`config.mk`:
```
export PLATFORM = sky130hd
export DESIGN_NAME = rcg_top
export DESIGN_NICKNAME = d
export VERILOG_FILES = /design/src/rcg_pkg.sv /design/src/rcg_divider.sv /design/src/rcg_switch.sv /design/src/rcg_top.sv
export SDC_FILE = /design/constraint.sdc
export NUM_CORES = 1
export LEC_CHECK = 0
export BUFFER_PORTS_ARGS = -buffer_cell sky130_fd_sc_hd__buf_2
export CAP_MARGIN = 40
export CORE_MARGIN = 5
export CORE_UTILIZATION = 33
export CTS_CLUSTER_DIAMETER = 150
export DETAILED_ROUTE_END_ITERATION = 10
export MAX_ROUTING_LAYER = met4
export SETUP_SLACK_MARGIN = 0.1
export SKIP_CTS_REPAIR_TIMING = 1
export SYNTH_ARGS = -nofsm -noshare
export SYNTH_HDL_FRONTEND = slang
export SYNTH_SLANG_ARGS = --single-unit
```
`constraint.sdc`:
```
create_clock -name clk -period 5.42 [get_ports clk]
set_input_delay 0.813 -clock clk [delete_from_list [all_inputs] [get_ports clk]]
set_output_delay 0.813 -clock clk [all_outputs]
set_load 0.1 [all_outputs]
```
`src/rcg_pkg.sv`:
```
// Package for the RC CPU clock generator: register map, reset values, timing constants
package rcg_pkg;
   localparam logic [15:0] RCG_CTRL_ADDR      = 16'hFFFB;
   localparam logic [7:0]  RCG_CTRL_RESET     = 8'h02;
   localparam int          RCG_SEL_BIT        = 1;
   localparam int          RCG_SLOW_DIV       = 4;
   localparam int          RCG_DIV_W          = 7;
   localparam int          RCG_STAB_EXP       = 7;
   localparam logic [7:0]  RCG_STAB_CYCLES    = 8'h80;
   localparam logic [2:0]  RCG_SW_UP_CLKS     = 3'h4;
   localparam logic [2:0]  RCG_SW_DN_CLKS     = 3'h2;
   localparam logic [2:0]  RCG_MIN_INSTR_CLKS = 3'h2;

   typedef enum logic [1:0] {
      RCG_ST_OFF,
      RCG_ST_STAB,
      RCG_ST_RUN,
      RCG_ST_STOP
   } rcg_state_t;

   typedef struct packed {
      logic        wr;
      logic        bit_op;
      logic [2:0]  bit_idx;
      logic [15:0] addr;
      logic [7:0]  wdata;
   } rcg_bus_req_t;

   typedef struct packed {
      logic cpu_ce;
      logic instr_ce;
      logic periph_ce;
   } rcg_clk_en_t;
endpackage

```
`src/rcg_divider.sv`:
```
// Divider chain on the oscillator clock: counts while run is high, holds its value while run is low
`timescale 1ns/1ps
module rcg_divider (
   // Clock and reset
   input  wire logic                            clk,
   input  wire logic                            rst,
   // Control
   input  wire logic                            run,
   // Divider taps
   output logic [rcg_pkg::RCG_DIV_W-1:0] taps
);
   import rcg_pkg::*;
   logic [RCG_DIV_W-1:0] cnt_r;
   logic [RCG_DIV_W-1:0] cnt_nxt;

   always_comb begin
      cnt_nxt = cnt_r;
      if (run) begin
         cnt_nxt = cnt_r + 1'b1;
      end
   end

   always_ff @(posedge clk) begin
      if (rst) begin
         cnt_r <= '0;
      end else begin
         cnt_r <= cnt_nxt;
      end
   end

   assign taps = cnt_r;
endmodule

```
`src/rcg_switch.sv`:
```
// Clock select switch: holds old clock until the old clock has ticked out its latency
`timescale 1ns/1ps
module rcg_switch (
   // Clock and reset
   input  wire logic clk,
   input  wire logic rst,
   // Request and old-clock ticks
   input  wire logic sel_req,
   input  wire logic old_tick,
   input  wire logic phase0,
   // Effective select
   output logic      sel_eff
);
   import rcg_pkg::*;
   logic       sel_r;
   logic       sel_nxt;
   logic [2:0] cnt_r;
   logic [2:0] cnt_nxt;

   always_comb begin
      sel_nxt = sel_r;
      cnt_nxt = cnt_r;
      if (sel_req == sel_r) begin
         cnt_nxt = '0;
      end else if (old_tick) begin
         cnt_nxt = cnt_r + 3'h1;
         // Up switch waits 4 old clocks, down switch one instruction (2 clocks)
         if (cnt_nxt >= (sel_r ? RCG_SW_DN_CLKS : RCG_SW_UP_CLKS) && phase0) begin
            sel_nxt = sel_req; // Change only on a divider boundary
            cnt_nxt = '0;
         end
      end
   end

   always_ff @(posedge clk) begin
      if (rst) begin
         sel_r <= RCG_CTRL_RESET[RCG_SEL_BIT];
         cnt_r <= '0;
      end else begin
         sel_r <= sel_nxt;
         cnt_r <= cnt_nxt;
      end
   end

   assign sel_eff = sel_r;
endmodule

```
`src/rcg_top.sv`:
```
// RC CPU clock generator: control register, oscillator gating, stabilization and clock enables
`timescale 1ns/1ps
module rcg_top (
   // Clock and reset
   input  wire logic                 clk,
   input  wire logic                 rst,
   // Register access
   input  wire logic                 acc_valid,
   input  wire rcg_pkg::rcg_bus_req_t acc_req,
   output logic [7:0]                rdata,
   output logic                      rdata_valid,
   // Standby and wake
   input  wire logic                 stop_cmd,
   input  wire logic                 halt_cmd,
   input  wire logic                 wake,
   // Clock outputs
   output logic                      osc_run,
   output rcg_pkg::rcg_clk_en_t      clk_en,
   output logic [6:0]                periph_taps,
   output logic                      cpu_run,
   output logic                      sel_active
);
   import rcg_pkg::*;

   rcg_state_t           st_r;
   rcg_state_t           st_nxt;
   logic [7:0]           stab_r;
   logic [7:0]           stab_nxt;
   logic                 halt_r;
   logic                 halt_nxt;
   logic [7:0]           ctrl_r;
   logic [7:0]           ctrl_nxt;
   logic [7:0]           rdata_nxt;
   logic                 rdv_nxt;
   rcg_clk_en_t          en_nxt;
   logic                 osc_on;
   logic [RCG_DIV_W-1:0] taps;
   logic                 sel_eff;
   logic                 cpu_tick;
   logic                 phase0;
   logic                 instr_ph_r;
   logic                 instr_ph_nxt;
   logic                 hit;

   assign osc_on = (st_r == RCG_ST_STAB) || (st_r == RCG_ST_RUN);
   assign hit    = acc_valid && (acc_req.addr == RCG_CTRL_ADDR);

   rcg_divider u_div (
      .clk  (clk),
      .rst  (rst),
      .run  (osc_on),
      .taps (taps)
   );

   // Divide by four ticks when the two low taps wrap
   assign phase0   = (taps[1:0] == 2'b11);
   assign cpu_tick = osc_on && (sel_eff ? phase0 : 1'b1);

   rcg_switch u_sw (
      .clk      (clk),
      .rst      (rst),
      .sel_req  (ctrl_r[RCG_SEL_BIT]),
      .old_tick (cpu_tick),
      .phase0   (phase0),
      .sel_eff  (sel_eff)
   );

   // Register file
   always_comb begin
      ctrl_nxt  = ctrl_r;
      rdata_nxt = rdata;
      rdv_nxt   = 1'b0;
      if (hit && acc_req.wr) begin
         if (acc_req.bit_op) begin
            ctrl_nxt[acc_req.bit_idx] = acc_req.wdata[0];
         end else begin
            ctrl_nxt = acc_req.wdata;
         end
      end else if (hit) begin
         rdata_nxt = ctrl_r;
         rdv_nxt   = 1'b1;
      end else if (acc_valid && !acc_req.wr) begin
         rdata_nxt = 8'h00;
      end
   end

   // Power state: off in reset, stabilization, run, stop
   always_comb begin
      st_nxt   = st_r;
      stab_nxt = stab_r;
      halt_nxt = halt_r;
      case (st_r)
         RCG_ST_OFF: begin
            st_nxt   = RCG_ST_STAB;
            stab_nxt = '0;
         end
         RCG_ST_STAB: begin
            stab_nxt = stab_r + 8'h01;
            if (stab_nxt == RCG_STAB_CYCLES) begin
               st_nxt = RCG_ST_RUN;
            end
         end
         RCG_ST_RUN: begin
            if (stop_cmd) begin
               st_nxt   = RCG_ST_STOP;
               halt_nxt = 1'b0;
            end else if (halt_cmd) begin
               halt_nxt = 1'b1;
            end else if (wake) begin
               halt_nxt = 1'b0;
            end
         end
         RCG_ST_STOP: begin
            if (wake) begin
               st_nxt   = RCG_ST_STAB;
               stab_nxt = '0;
            end
         end
         default: begin
            st_nxt = RCG_ST_OFF;
         end
      endcase
   end

   // Clock enables: CPU clock, instruction every two CPU clocks, peripherals
   always_comb begin
      instr_ph_nxt    = instr_ph_r;
      en_nxt.cpu_ce   = 1'b0;
      en_nxt.instr_ce = 1'b0;
      en_nxt.periph_ce = osc_on;
      if (st_r == RCG_ST_RUN && cpu_tick) begin
         en_nxt.cpu_ce = 1'b1;
         instr_ph_nxt  = ~instr_ph_r;
         en_nxt.instr_ce = instr_ph_r && !halt_r;
      end else if (st_r != RCG_ST_RUN) begin
         instr_ph_nxt = 1'b0;
      end
   end

   always_ff @(posedge clk) begin
      if (rst) begin
         ctrl_r      <= RCG_CTRL_RESET;
         rdata       <= 8'h00;
         rdata_valid <= 1'b0;
         st_r        <= RCG_ST_OFF;
         stab_r      <= '0;
         halt_r      <= 1'b0;
         instr_ph_r  <= 1'b0;
         clk_en      <= '0;
         osc_run     <= 1'b0;
         periph_taps <= '0;
         cpu_run     <= 1'b0;
         sel_active  <= RCG_CTRL_RESET[RCG_SEL_BIT];
      end else begin
         ctrl_r      <= ctrl_nxt;
         rdata       <= rdata_nxt;
         rdata_valid <= rdv_nxt;
         st_r        <= st_nxt;
         stab_r      <= stab_nxt;
         halt_r      <= halt_nxt;
         instr_ph_r  <= instr_ph_nxt;
         clk_en      <= en_nxt;
         osc_run     <= osc_on;
         periph_taps <= taps;
         cpu_run     <= (st_r == RCG_ST_RUN) && !halt_r;
         sel_active  <= sel_eff;
      end
   end
endmodule

```
==> results.txt <==
Once the floorplan was initialized, standard cells occupied 33.7% of the core. The synthesized design contains 52 register bits. The clock reaches the later pin of the worst-skew pair after 0.30 ns. The tree is rooted in a sky130_fd_sc_hd__clkbuf_8. The number of buffers created by CTS is 5. Relative to the synthesized area, the layout overhead comes to 18.6%. Detailed placement ended at an HPWL of 3.77 mm. The tool flagged a number of max-cap violations equal to 0.

The share of the synthesized area in the top cell type came out at 43.1%. Along the worst path, the maximum fanout reaches 11. The initial antenna violation count is 0. The violation count after the first detailed-route iteration is 82. The worst register-to-register path ends at st_r[1]. The total of endpoints with negative setup slack in the final report came out at 0. The end of the worst hold path is rdata[7]. Once placement finished, the instance area stood at 0.00277 sq mm. The run finished with clean final reports. The post-layout instance count excluding filler cells came out at 429.

The share of final-layout standard cells stronger than drive strength 1 came out at 21.2%. The top flip-flop cell by instance count after synthesis is sky130_fd_sc_hd__dfxtp_1. The first global-routing pass estimated 8.71 mm of wire. Setup repair after global routing left no endpoint under its margin. The count of nets left with antenna violations after detail routing came out at 0.

The data arrival time of the critical path came out at 2.31 ns. Wires add up to 5.10 mm. The maximum number of pins on one net before global-route repair is 39. Before antenna repair, the detailed router went through 4 iterations. The H-tree generated during clock tree synthesis spans 2 levels.

The number of cells after detailed placement came out at 421. The floorplan has 31 rows. The remaining global-route overflow is 0. The post-layout minimum cycle time is 2.12 ns. The final-report max-slew violation count was 0. The hold slack came out at 0.454 ns.

The total negative slack for setup checks came out at 0 ns. The number of failing hold endpoints at the final stage was 0. The area of all placed cells without fillers is 0.00286 sq mm. The total die area is 0.00913 sq mm. The synthesized instance count is 277.

The CTS tree is built. The share of synthesized flip-flops with an asynchronous set or reset came out at 0%. The TritonCTS sink count is 52. The yosys synthesis warning count is 0. Summing the sequential cell areas from Yosys gives 43.1% of the chip area. The critical path is of the in2reg type. The worst setup path is launched from an input port. The clock-pin slew of the registers on the worst-case setup and hold paths is 0.09 ns. The post-layout net count came out at 375. The most numerous cell in the Yosys netlist is sky130_fd_sc_hd__dfxtp_1. The area of the mapped netlist is 0.00241 sq mm.

The total global-route track usage is 12.2%. The register-to-register setup slack is 3.42 ns. The power density over the cells is 320 mW/mm^2. The post-route DRC violation count came out at 0. The final clock skew is 0.00464 ns.

The critical path data required time came out at 5.61 ns. The worst hold path startpoint is rdata[7]. The number of flops mapped to enable cells by yosys is 0. Counting instances in the post-synthesis netlist gives the leading cell types as 52 x sky130_fd_sc_hd__dfxtp_1, 29 x sky130_fd_sc_hd__nand2_1, 22 x sky130_fd_sc_hd__nor2_1. Summed over all instances, the cell type with the most area after synthesis is sky130_fd_sc_hd__dfxtp_1. Sorting the synthesized cells by area gives the leading types as sky130_fd_sc_hd__dfxtp_1 43%, sky130_fd_sc_hd__ha_1 5.7%, sky130_fd_sc_hd__nand2_1 4.5%, sky130_fd_sc_hd__nor2b_1 3.9%, sky130_fd_sc_hd__a21oi_1 3.7%. The congestion estimate from routability-driven global placement came to 0.877. The per-instance average area after synthesis is 8.72 sq um. The transition time of the tightest slew-check pin came out at 0.724 ns.

The number of global-route vias before repair came out at 2017. The maximum count of clock buffers along a single path came out at 2. The layout has 728 filler cells.

The routed via count is 2064. The antenna cell count came out at 0. The count of input and output buffers is 56. The leakage power came out at 1.23 nW.

Counting distinct cell types in the post-synthesis netlist gives 43. The core footprint is 0.00718 sq mm. After detailed routing, the average wire length per cell comes to 11.9 um. The number of cells on the worst hold path came out at 2.

The length in cells of the worst reg-to-reg path is 6. The number of ports placed on the die boundary came out at 57. For this run, the top clock speed supported by timing is 0.472 GHz.

Cells fill 39.9% of the core in the end. The worst register-to-register path begins at stab_r[0]. The path class of the tightest hold or removal check is reg2reg. The post-synthesis net count came out at 323. The die is 95.5 um tall. The via-per-instance ratio came out at 4.81. IR analysis of the VDD net gives a maximum drop of 0.117 mV. STA classifies the critical path endpoint as a flop. The die outline width came out at 95.5 um. The worst pin sits at a relative slew slack of 51.7%.

The share of the cycle needed by the critical path after routing is 39.1%.
-- worst max-delay path by stage --
stage / end / slack [ns] / cells past startpoint / from
after detailed placement: ctrl_r[0] / 2.99 / 7 / acc_req[10]
final: ctrl_r[0] / 3.30 / 7 / acc_req[10]
after floorplan: rdata[7] / 3.20 / 5 / acc_req[10]
after global placement: ctrl_r[0] / 2.68 / 6 / acc_req[10]
after global routing: ctrl_r[7] / 3.09 / 7 / acc_req[10]
after CTS: rdata[2] / 3.31 / 6 / acc_req[10]
-- critical path, stage by stage --
cell,delay (ns)
sky130_fd_sc_hd__buf_2,0.09
sky130_fd_sc_hd__and4b_1,0.24
sky130_fd_sc_hd__nand3_2,0.09
sky130_fd_sc_hd__nor4b_2,0.52
sky130_fd_sc_hd__buf_4,0.27
sky130_fd_sc_hd__a21oi_1,0.07
sky130_fd_sc_hd__a41o_1,0.20
-- registers in the layout (all words and copies together) (netlist names), 2 cells and up --
| signal | count |
|---|---|
| ctrl_r | 8 |
| rdata | 8 |
| stab_r | 8 |
| periph_taps | 7 |
| u_div.taps | 7 |
| clk_en | 3 |
| u_sw.cnt_r | 3 |
| st_r | 2 |
-- per-stage QoR --
step / setup WS [ns] / total power [W]
after global placement: 2.68 / 0.000699
after CTS: 3.31 / 0.000930
after floorplan: 3.20 / 0.000651
after global routing: 3.09 / 0.000974
after detailed placement: 2.99 / 0.000704
final: 3.30 / 0.000915
-- placed cells by master (no fill, tap or decap), drive strengths merged, types with 6 or more instances in the layout --
cell type / Yosys / routed
a22o: 7 / 7
a211oi: 10 / 10
buf: 3 / 57
dfxtp: 52 / 52
o21ai: 18 / 18
a21oi: 18 / 18
ha: 11 / 11
nor2: 22 / 22
clkbuf: 9 / 8
inv: 10 / 10
nand2: 29 / 29
nor2b: 15 / 15
nand3: 15 / 15
xor2: 6 / 6
-- layout make-up --
class | instances | area [sq um] | share of cell area (%)
clock buffer | 8 | 90.1 | 3.15
inverter | 10 | 37.5 | 1.31
multi-input combinational | 203 | 1280 | 44.8
sequential | 52 | 1040 | 36.3
tap | 99 | 124 | 4.33
timing repair buffer | 57 | 288 | 10.0
-- where the power goes --
group | internal, W | switching (W)
combinational | 0.0000743 | 0.000188
sequential | 0.000406 | 0.0000228
clock | 0.000104 | 0.000119
-- routing by layer --
metal	up-vias	share of wire, %	GRT usage [%]	routed length [um]
met2	41	47	20.2	2410
met1	935	47	14.9	2410
li1	1081	-	-	-
met3	7	4.3	2.92	217
met4	0	1.0	3.20	51
met5	-	0	-	0
-- cell families after synthesis --
| logic type | Yosys count | synth area share [%] |
|---|---|---|
| AOI/OAI and AO/OA | 66 | 17.4 |
| xor gates and xnor gates | 10 | 3.63 |
| adders and majority gates | 11 | 5.70 |
| buffers and inverters | 22 | 3.73 |
| DFF | 52 | 43.1 |
| muxes | 4 | 1.71 |
| and+or+nand+nor | 112 | 24.7 |
Power figures use the tool's default switching activity.
